`src/logic/sfsup_pkg.sv`:
```
// constants and carrier types for the supply fault supervisor
// assumes one 250 MHz core clock and comparator levels from the analog front end
//
// How it works
// - undervoltage lasting the filter time switches all five outputs off together
// - filtered undervoltage sets supply low flag and fault summary flag
// - normal mode: outputs stay off until supply recovers and on bit written
// - supply low flag clears only after recovery followed by device status read
// - fail mode: outputs off by undervoltage restart automatically
// - auto restart interval typically 64 ms, between 48 and 80 ms
// - overvoltage sets supply high flag and fault summary flag
// - supply high flag clears only after recovery followed by device status read
// - outputs kept off until pump settles; pending turn-on executes on settling
// - pump voltage out of range beyond filter time disables all outputs
// - filtered pump fault sets fault summary flag and pump fault flag
// - turn-on held during pump fault executes, with inrush window, on recovery
// - pump fault flag clears only after recovery followed by quick status read
package sfsup_pkg;
  localparam int unsigned CLK_MHZ = 250;
  localparam int unsigned NUM_OUT = 5;
  // filter times in ns, worst case maximum, rounded down to whole cycles
  localparam int unsigned SUPPLY_FILT_NS = 5500;
  localparam int unsigned PUMP_FILT_NS = 6000;
  localparam int unsigned SUPPLY_FILT_CYC = SUPPLY_FILT_NS * CLK_MHZ / 1000;
  localparam int unsigned PUMP_FILT_CYC = PUMP_FILT_NS * CLK_MHZ / 1000;
  // restart interval in ms, typical figure
  localparam int unsigned RESTART_MS = 64;
  localparam int unsigned RESTART_CYC = RESTART_MS * CLK_MHZ * 1000;
  localparam int unsigned FILT_W = 11;
  localparam int unsigned RST_W = 25;

  typedef struct packed {
    logic supply_low;
    logic supply_high;
    logic pump_bad;
  } sfsup_cond_t;

  typedef struct packed {
    logic device_fault_summary_flag;
    logic supply_low_flag;
    logic supply_high_flag;
    logic pump_fault_flag;
  } sfsup_flags_t;
endpackage

```
`src/logic/sfsup_top.sv`:
```
// supply fault supervisor: deglitch, output gating, latched flags, auto restart
// assumes condition inputs are asynchronous comparator levels; requests are core_clk logic
`timescale 1ns/1ps
module sfsup_top #(
  parameter int unsigned RESTART_CYC = sfsup_pkg::RESTART_CYC,
  parameter int unsigned SUPPLY_FILT_CYC = sfsup_pkg::SUPPLY_FILT_CYC,
  parameter int unsigned PUMP_FILT_CYC = sfsup_pkg::PUMP_FILT_CYC
) (
  // clock and reset
  input wire logic core_clk,
  input wire logic sys_rst,
  // analog conditions
  input wire sfsup_pkg::sfsup_cond_t cond_raw,
  input wire logic pump_settled,
  // controller side
  input wire logic fail_mode,
  input wire logic [sfsup_pkg::NUM_OUT-1:0] on_write,
  input wire logic [sfsup_pkg::NUM_OUT-1:0] off_write,
  input wire logic dev_status_read,
  input wire logic quick_status_read,
  // outputs
  output logic [sfsup_pkg::NUM_OUT-1:0] power_outputs,
  output logic [sfsup_pkg::NUM_OUT-1:0] inrush_current_window,
  output sfsup_pkg::sfsup_flags_t flags
);

  ////////////////////////////////////////////////////////////////////////////
  typedef enum logic [1:0] {ST_UP, ST_RUN, ST_SHUT} sfsup_state_t;

  typedef struct packed {
    logic [3:0] sync1;
    logic [3:0] sync2;
    logic [sfsup_pkg::FILT_W-1:0] uv_cnt;
    logic [sfsup_pkg::FILT_W-1:0] ov_cnt;
    logic [sfsup_pkg::FILT_W-1:0] cp_cnt;
    logic uv_f;
    logic ov_f;
    logic cp_f;
    sfsup_state_t st;
    logic [sfsup_pkg::RST_W-1:0] rs_cnt;
    logic [sfsup_pkg::NUM_OUT-1:0] want;
    logic [sfsup_pkg::NUM_OUT-1:0] outs;
    logic [sfsup_pkg::NUM_OUT-1:0] inrush;
    sfsup_pkg::sfsup_flags_t flg;
  } sfsup_regs_t;

  sfsup_regs_t s_reg;
  sfsup_regs_t s_next;

  // saturating deglitch step; restarts at zero on any gap
  function automatic logic [sfsup_pkg::FILT_W-1:0] filt_step(
    input logic lvl,
    input logic [sfsup_pkg::FILT_W-1:0] cnt,
    input int unsigned lim
  );
    if (!lvl)
      return '0;
    if (cnt >= sfsup_pkg::FILT_W'(lim))
      return cnt;
    return cnt + 11'h001;
  endfunction

  logic uv_s;
  logic ov_s;
  logic cp_s;
  logic settled_s;
  assign uv_s = s_reg.sync2[0];
  assign ov_s = s_reg.sync2[1];
  assign cp_s = s_reg.sync2[2];
  assign settled_s = s_reg.sync2[3];

  ////////////////////////////////////////////////////////////////////////////
  always_comb
  begin
    s_next = s_reg;
    s_next.sync1 = {pump_settled, cond_raw.pump_bad, cond_raw.supply_high,
      cond_raw.supply_low};
    s_next.sync2 = s_reg.sync1;
    s_next.uv_cnt = filt_step(uv_s, s_reg.uv_cnt, SUPPLY_FILT_CYC);
    s_next.ov_cnt = filt_step(ov_s, s_reg.ov_cnt, SUPPLY_FILT_CYC);
    s_next.cp_cnt = filt_step(cp_s, s_reg.cp_cnt, PUMP_FILT_CYC);
    s_next.uv_f = uv_s && (s_reg.uv_cnt >= sfsup_pkg::FILT_W'(SUPPLY_FILT_CYC - 1));
    s_next.ov_f = ov_s && (s_reg.ov_cnt >= sfsup_pkg::FILT_W'(SUPPLY_FILT_CYC - 1));
    s_next.cp_f = cp_s && (s_reg.cp_cnt >= sfsup_pkg::FILT_W'(PUMP_FILT_CYC - 1));
    s_next.inrush = '0;
    // commanded state is remembered while outputs are blocked, except that normal mode clears it on filtered undervoltage and in ST_SHUT
    s_next.want = (s_reg.want & ~off_write) | on_write;
    // flags: set wins over read-clear; active fault never cleared
    s_next.flg.supply_low_flag = s_reg.uv_f ||
      (s_reg.flg.supply_low_flag && !(dev_status_read && !uv_s));
    s_next.flg.supply_high_flag = s_reg.ov_f ||
      (s_reg.flg.supply_high_flag && !(dev_status_read && !ov_s));
    s_next.flg.pump_fault_flag = s_reg.cp_f ||
      (s_reg.flg.pump_fault_flag && !(quick_status_read && !cp_s));
    s_next.flg.device_fault_summary_flag = s_next.flg.supply_low_flag ||
      s_next.flg.supply_high_flag || s_next.flg.pump_fault_flag;
    case (s_reg.st)
      ST_UP:
      begin
        s_next.outs = '0;
        if (s_reg.uv_f)
        begin
          // undervoltage during power-up must not let outputs start on settling
          if (!fail_mode)
            s_next.want = '0;
          s_next.rs_cnt = '0;
          s_next.st = ST_SHUT;
        end
        else if (settled_s && !s_reg.cp_f)
        begin
          s_next.st = ST_RUN;
          s_next.outs = s_next.want;
          s_next.inrush = s_next.want;
        end
      end
      ST_RUN:
      begin
        if (s_reg.uv_f)
        begin
          s_next.outs = '0;
          // fail mode keeps the channels for the automatic restart
          if (!fail_mode)
            s_next.want = '0;
          s_next.rs_cnt = '0;
          s_next.st = ST_SHUT;
        end
        else if (s_reg.cp_f)
        begin
          s_next.outs = '0;
          s_next.st = ST_UP;
        end
        else
        begin
          s_next.outs = s_next.want;
          s_next.inrush = s_next.want & ~s_reg.outs;
        end
      end
      ST_SHUT:
      begin
        s_next.outs = '0;
        if (fail_mode)
        begin
          // pre-fault channels and new commands both wait for the timer
          if (uv_s)
            s_next.rs_cnt = '0;
          else if (s_reg.rs_cnt >= sfsup_pkg::RST_W'(RESTART_CYC - 1))
          begin
            s_next.st = ST_UP;
            s_next.rs_cnt = '0;
          end
          else
            s_next.rs_cnt = s_reg.rs_cnt + 25'h0000001;
        end
        else if (!uv_s && !s_reg.uv_f && |on_write)
          s_next.st = ST_UP;
        else
          s_next.want = '0;
      end
      default:
        s_next.st = ST_UP;
    endcase
  end

  ////////////////////////////////////////////////////////////////////////////
  always_ff @(posedge core_clk)
  begin
    if (sys_rst)
    begin
      s_reg <= '0;
      s_reg.st <= ST_UP;
    end
    else
      s_reg <= s_next;
  end

  assign power_outputs = s_reg.outs;
  assign inrush_current_window = s_reg.inrush;
  assign flags = s_reg.flg;

  ////////////////////////////////////////////////////////////////////////////
  property p_uv_off;
    @(posedge core_clk) disable iff (sys_rst) s_reg.uv_f |=> (power_outputs == 5'h00);
  endproperty
  a_uv_off: assert property (p_uv_off) else $error("outputs on after undervoltage");

  property p_uv_flag;
    @(posedge core_clk) disable iff (sys_rst)
      s_reg.uv_f |=> (flags.supply_low_flag && flags.device_fault_summary_flag);
  endproperty
  a_uv_flag: assert property (p_uv_flag) else $error("supply low flag missing");

  property p_ov_flag;
    @(posedge core_clk) disable iff (sys_rst)
      s_reg.ov_f |=> (flags.supply_high_flag && flags.device_fault_summary_flag);
  endproperty
  a_ov_flag: assert property (p_ov_flag) else $error("supply high flag missing");

  property p_uv_hold;
    @(posedge core_clk) disable iff (sys_rst)
      (flags.supply_low_flag && (uv_s || !dev_status_read)) |=> flags.supply_low_flag;
  endproperty
  a_uv_hold: assert property (p_uv_hold) else $error("supply low cleared early");

  property p_ov_hold;
    @(posedge core_clk) disable iff (sys_rst)
      (flags.supply_high_flag && (ov_s || !dev_status_read)) |=> flags.supply_high_flag;
  endproperty
  a_ov_hold: assert property (p_ov_hold) else $error("supply high cleared early");

  property p_cp_off;
    @(posedge core_clk) disable iff (sys_rst) s_reg.cp_f |=> (power_outputs == 5'h00);
  endproperty
  a_cp_off: assert property (p_cp_off) else $error("outputs on during pump fault");

  property p_cp_hold;
    @(posedge core_clk) disable iff (sys_rst)
      (flags.pump_fault_flag && (cp_s || !quick_status_read)) |=> flags.pump_fault_flag;
  endproperty
  a_cp_hold: assert property (p_cp_hold) else $error("pump flag cleared early");

  property p_glitch;
    @(posedge core_clk) disable iff (sys_rst) !uv_s |=> (s_reg.uv_cnt == 11'h000);
  endproperty
  a_glitch: assert property (p_glitch) else $error("filter not restarted");

  property p_up_off;
    @(posedge core_clk) disable iff (sys_rst)
      (s_reg.st == ST_UP && !settled_s) |=> (power_outputs == 5'h00);
  endproperty
  a_up_off: assert property (p_up_off) else $error("outputs on before pump settled");

  property p_uv_len;
    @(posedge core_clk) disable iff (sys_rst)
      $rose(s_reg.uv_f) |-> (s_reg.uv_cnt == sfsup_pkg::FILT_W'(SUPPLY_FILT_CYC));
  endproperty
  a_uv_len: assert property (p_uv_len) else $error("supply low filter too short");

  property p_ov_len;
    @(posedge core_clk) disable iff (sys_rst)
      $rose(s_reg.ov_f) |-> (s_reg.ov_cnt == sfsup_pkg::FILT_W'(SUPPLY_FILT_CYC));
  endproperty
  a_ov_len: assert property (p_ov_len) else $error("supply high filter too short");

  property p_cp_len;
    @(posedge core_clk) disable iff (sys_rst)
      $rose(s_reg.cp_f) |-> (s_reg.cp_cnt == sfsup_pkg::FILT_W'(PUMP_FILT_CYC));
  endproperty
  a_cp_len: assert property (p_cp_len) else $error("pump filter too short");

  property p_uv_src;
    @(posedge core_clk) disable iff (sys_rst)
      $rose(flags.supply_low_flag) |-> $past(s_reg.uv_f);
  endproperty
  a_uv_src: assert property (p_uv_src) else $error("supply low flag without fault");

  property p_cp_src;
    @(posedge core_clk) disable iff (sys_rst)
      $rose(flags.pump_fault_flag) |-> $past(s_reg.cp_f);
  endproperty
  a_cp_src: assert property (p_cp_src) else $error("pump flag without fault");

  property p_cp_flag;
    @(posedge core_clk) disable iff (sys_rst)
      s_reg.cp_f |=> (flags.pump_fault_flag && flags.device_fault_summary_flag);
  endproperty
  a_cp_flag: assert property (p_cp_flag) else $error("pump flag missing");

  property p_summary;
    @(posedge core_clk) disable iff (sys_rst)
      flags.device_fault_summary_flag ==
        (flags.supply_low_flag || flags.supply_high_flag || flags.pump_fault_flag);
  endproperty
  a_summary: assert property (p_summary) else $error("summary flag mismatch");

  property p_shut_stay;
    @(posedge core_clk) disable iff (sys_rst)
      (s_reg.st == ST_SHUT && !fail_mode && on_write == 5'h00) |=> (s_reg.st == ST_SHUT);
  endproperty
  a_shut_stay: assert property (p_shut_stay) else $error("restart without on command");

  property p_restart_wait;
    @(posedge core_clk) disable iff (sys_rst)
      (s_reg.st == ST_SHUT && fail_mode &&
        s_reg.rs_cnt < sfsup_pkg::RST_W'(RESTART_CYC - 1)) |=> (s_reg.st == ST_SHUT);
  endproperty
  a_restart_wait: assert property (p_restart_wait) else $error("restart too early");

  property p_restart_go;
    @(posedge core_clk) disable iff (sys_rst)
      (s_reg.st == ST_SHUT && fail_mode && !uv_s &&
        s_reg.rs_cnt == sfsup_pkg::RST_W'(RESTART_CYC - 1)) |=> (s_reg.st == ST_UP);
  endproperty
  a_restart_go: assert property (p_restart_go) else $error("auto restart missing");

  property p_up_exec;
    @(posedge core_clk) disable iff (sys_rst)
      (s_reg.st == ST_UP && settled_s && !s_reg.cp_f && !s_reg.uv_f) |=>
        (power_outputs == s_reg.want);
  endproperty
  a_up_exec: assert property (p_up_exec) else $error("held command not executed");

  property p_inrush_start;
    @(posedge core_clk) disable iff (sys_rst)
      (s_reg.st == ST_UP && settled_s && !s_reg.cp_f && !s_reg.uv_f) |=>
        (inrush_current_window == power_outputs);
  endproperty
  a_inrush_start: assert property (p_inrush_start) else $error("inrush window missing");

  property p_inrush_once;
    @(posedge core_clk) disable iff (sys_rst)
      (inrush_current_window != 5'h00) |=>
        ((inrush_current_window & $past(inrush_current_window)) == 5'h00);
  endproperty
  a_inrush_once: assert property (p_inrush_once) else $error("inrush window too long");

  property p_inrush_sub;
    @(posedge core_clk) disable iff (sys_rst)
      (inrush_current_window & ~power_outputs) == 5'h00;
  endproperty
  a_inrush_sub: assert property (p_inrush_sub) else $error("inrush on channel off");

endmodule

```
`config.mk`:
```
export PLATFORM = sky130hd
export DESIGN_NAME = sfsup_top
export DESIGN_NICKNAME = d
export VERILOG_FILES = /design/src/logic/sfsup_pkg.sv /design/src/logic/sfsup_top.sv
export SDC_FILE = /design/constraint.sdc
export NUM_CORES = 1
export LEC_CHECK = 0
export ABC_AREA = 1
export ABC_CLOCK_PERIOD_IN_PS = 1650
export BUFFER_PORTS_ARGS = -buffer_cell sky130_fd_sc_hd__buf_2
export CORE_MARGIN = 1
export CORE_UTILIZATION = 30
export DETAILED_ROUTE_END_ITERATION = 10
export GPL_TIMING_DRIVEN = 0
export MAX_ROUTING_LAYER = met4
export PLACE_DENSITY_LB_ADDON = 0.12
export SYNTH_ARGS = -nofsm -noshare
export SYNTH_HDL_FRONTEND = slang
export SYNTH_SLANG_ARGS = --single-unit
```
`constraint.sdc`:
```
create_clock -name core_clk -period 1.65 [get_ports core_clk]
set_input_delay 0.0825 -clock core_clk [delete_from_list [all_inputs] [get_ports core_clk]]
set_output_delay 0.0825 -clock core_clk [all_outputs]
set_load 0.005 [all_outputs]
```
==> impl_metrics.json <==
{
  "ys_ff_latch": 90,
  "io_pins": 33,
  "finalHoldWorstSlack_ns": 0.0518,
  "wl_per_cell_um": 12.6,
  "place_congestion": 0.847,
  "drt_iter0_drc": 159,
  "ys.flop_type": "dfxtp_1",
  "irDropWorstVdd_v": 0.000498,
  "cpMaxStageDelayCell": "dfxtp_2",
  "worst-path-max-fanout": 8,
  "row_count": 45,
  "cp.depth": 11,
  "worstSkewPairLatency_ns": 0.35,
  "cts_buffers": 9,
  "maxSlewHeadroom": 0.558,
  "timing.rr.end": "s_reg[30]$_SDFFE_PP0P_",
  "async_reset_ff_frac": 0,
  "setup_viol": 0,
  "finalCritPeriodShare": 0.985,
  "ys_warn_count": 0,
  "hold_path_depth": 4,
  "critical_path_buf_inv_count": 1,
  "dp_slack_ns": -0.201,
  "pwr-share-clk": 0.438,
  "cp_common_cell": "nor2_4",
  "first_global_vias": 4253,
  "finalWorstPathRequiredPeriod_ns": 1.63,
  "grt_pass1_wl_um": 20300,
  "final_cell_mix": "nand2_1, inv_1, nor2_1",
  "power.switching_mw": 1.29,
  "core_um2": 15400,
  "synth-seq-area-share": 0.378,
  "pwr-share-seq": 0.461,
  "start_kind": "register",
  "netlist_area_um2": 4760,
  "grt_max_degree": 16,
  "fin_ws_ns": 0.0249,
  "ctsRootBufferMaster": "clkbuf_16",
  "fin_util": 0.400,
  "max_freq_mhz": 615,
  "hp-class": "in -> reg",
  "critPathKind": "reg -> reg",
  "cts_max_level": 3,
  "start_util": 0.310,
  "p_int_mw": 3.67,
  "drive_above_1_share": 0.263,
  "crit_start": "s_reg[19]$_SDFFE_PP0P_",
  "worst_setup_path_end_kind": "register",
  "critical-path-top-delay-family": "simple AND/OR/NAND/NOR gates",
  "dieArea_um2": 16400,
  "maxCapViolCount": 0,
  "route.detailed.drc": 0,
  "max_slew.worst_pin.slew_ns": 0.663,
  "cts_sinks": 90,
  "power_leakage_nw": 2.53,
  "power.total_mw": 4.96,
  "reg2reg_slack_ns": 0.02,
  "ff2ff_path_depth": 11,
  "endpoint": "s_reg[30]$_SDFFE_PP0P_",
  "finalMaxSlewViolations": 0,
  "status": "finished clean",
  "antenna_found_initial": 0,
  "areaGrowthSynthToFinish_pct": 29.2,
  "synth_edf_count": 0,
  "synth_nets": 748,
  "rsz0062_at_grt": "true",
  "dp_hpwl_um": 8900,
  "worstPathRequired_ns": 1.87,
  "cp_slowest_stage_delay_ns": 0.36,
  "num-nets-final": 816,
  "r2r-start": "s_reg[19]$_SDFFE_PP0P_",
  "finClkSkew_ns": 0.00450,
  "antenna_cells": 0,
  "final_common_cell": "nand2_1",
  "synthCells": 722,
  "swShare": 0.260,
  "cts.path.max_buffers": 2,
  "first_pass_iters": 4,
  "cp_cell_sequence": "ha_4 -> nand2_4 -> nor2_4 -> nand3_4 -> nor2_4 -> nand2_2 -> nand3_4 -> nor2_4 -> buf_12 -> nand2_4 -> a21oi_2",
  "vias": 4694,
  "syn_avg_cell_area_um2": 6.59,
  "port_buffers": 31,
  "via_per_inst": 4.67,
  "tritoncts": "built",
  "clkTransAtPathRegs_ns": 0.07,
  "grt_usage": 0.163,
  "postLayoutCellArea_um2": 6150,
  "ant_nets": 0,
  "fp.dieH_um": 128,
  "p_per_area_nw_per_um2": 807,
  "grt_overflow": 0,
  "synth.distinct_cells": 35,
  "largest_reg_flops": 70,
  "totalWireLength_um": 12700,
  "hold_violations": 0,
  "cp.arrival_ns": 1.84,
  "fp.dieW_um": 128,
  "combPwrFrac": 0.101,
  "place_area_um2": 5180
}
## layout make-up
type | count | area (um^2)
Buffer | 28 | 199
Clock buffer | 11 | 243
Clock inverter | 5 | 60.1
Fill cell | 1641 | 9220
Inverter | 107 | 417
Multi-Input combinational cell | 496 | 2710
Sequential cell | 90 | 1850
Tap cell | 211 | 264
Timing Repair Buffer | 58 | 410
## metrics by stage
step / TNS [ns] / cells
after floorplan: 0 / 722
after global placement: -4.33 / 964
after detailed placement: -5.26 / 964
after CTS: 0 / 992
after global routing: -0.523 / 1006
final: 0 / 1006
## Yosys cell counts, types with 2 or more instances
| library cell | count | area share |
|---|---|---|
| buf_6 | 4 | 0.0095 |
| buf_4 | 14 | 0.022 |
| nand2_1 | 153 | 0.12 |
| a211oi_1 | 3 | 0.0047 |
| buf_2 | 2 | 0.0021 |
| dfxtp_1 | 90 | 0.38 |
| o221ai_1 | 2 | 0.0037 |
| o21ai_0 | 45 | 0.047 |
| nor3_1 | 12 | 0.013 |
| nor2_4 | 2 | 0.0047 |
| xnor2_1 | 3 | 0.0055 |
| o21a_1 | 5 | 0.0079 |
| nor2_1 | 108 | 0.085 |
| or2_2 | 5 | 0.0066 |
| nand3_1 | 29 | 0.030 |
| a31oi_1 | 15 | 0.020 |
| nand4_1 | 12 | 0.016 |
| a21oi_1 | 74 | 0.078 |
| ha_1 | 7 | 0.018 |
| nor2_2 | 4 | 0.0053 |
| inv_1 | 104 | 0.082 |
| xor2_1 | 7 | 0.013 |
| clkinv_1 | 2 | 0.0016 |
| clkbuf_1 | 7 | 0.0055 |
| nand3_2 | 2 | 0.0042 |
| o2111ai_1 | 2 | 0.0037 |
## cell families (layout without fill, tap and decap cells)
logic type,count (synthesis),after routing,synth area share
buffers and inverters,136,209,0.126
adders and majority gates,7,7,0.0184
xor gates and xnor gates,10,10,0.0184
DFF,90,90,0.378
AOI/OAI and AO/OA,148,148,0.167
and+or+nand+nor,331,331,0.291
## worst reg2reg max path, delay by kind of cell, from the launching register on
family	cells	cell delay, ns
compound gates	1	0.05
fa+ha+maj	1	0.16
buf+inv	1	0.16
flops	1	0.36
simple gates	8	0.77
## worst min-delay path by stage
stage,slack (ns),start,to
finish,0.05,off_write[4],s_reg[18]$_SDFF_PP0_
global route,0.07,off_write[2],s_reg[16]$_SDFF_PP0_
CTS,0.04,off_write[3],s_reg[17]$_SDFF_PP0_
detailed placement,0.29,cond_raw[1],s_next[83]$_SDFF_PP0_
global placement,0.29,cond_raw[1],s_next[83]$_SDFF_PP0_
floorplan,0.19,cond_raw[2],s_next[82]$_SDFF_PP0_
## power by group through the flow
stage	sequential [mW]	clock, mW	combinational (mW)
global placement	2.32	0	0.374
global route	2.30	2.31	0.556
detailed placement	2.33	0	0.379
finish	2.29	2.18	0.500
CTS	2.28	2.25	0.412
floorplan	2.31	0	0.265
## layer usage
layer	track usage	vias to the layer above	part of all wire
met3	0.0334	16	0.026
met1	0.212	2177	0.50
met4	0.0567	0	0.018
li1	-	2448	-
met5	-	-	0
met2	0.251	53	0.45
## repair_timing
action                                 in CTS  in global routing
endpoints found under the hold margin       9                  0
gates cloned                                0                  1
pin swaps                                   4                 27
setup endpoints to repair                  46                 55
setup buffers                               3                 14
resized for setup                          23                128
hold buffers                                9                  0
Power figures use the tool's default switching activity.
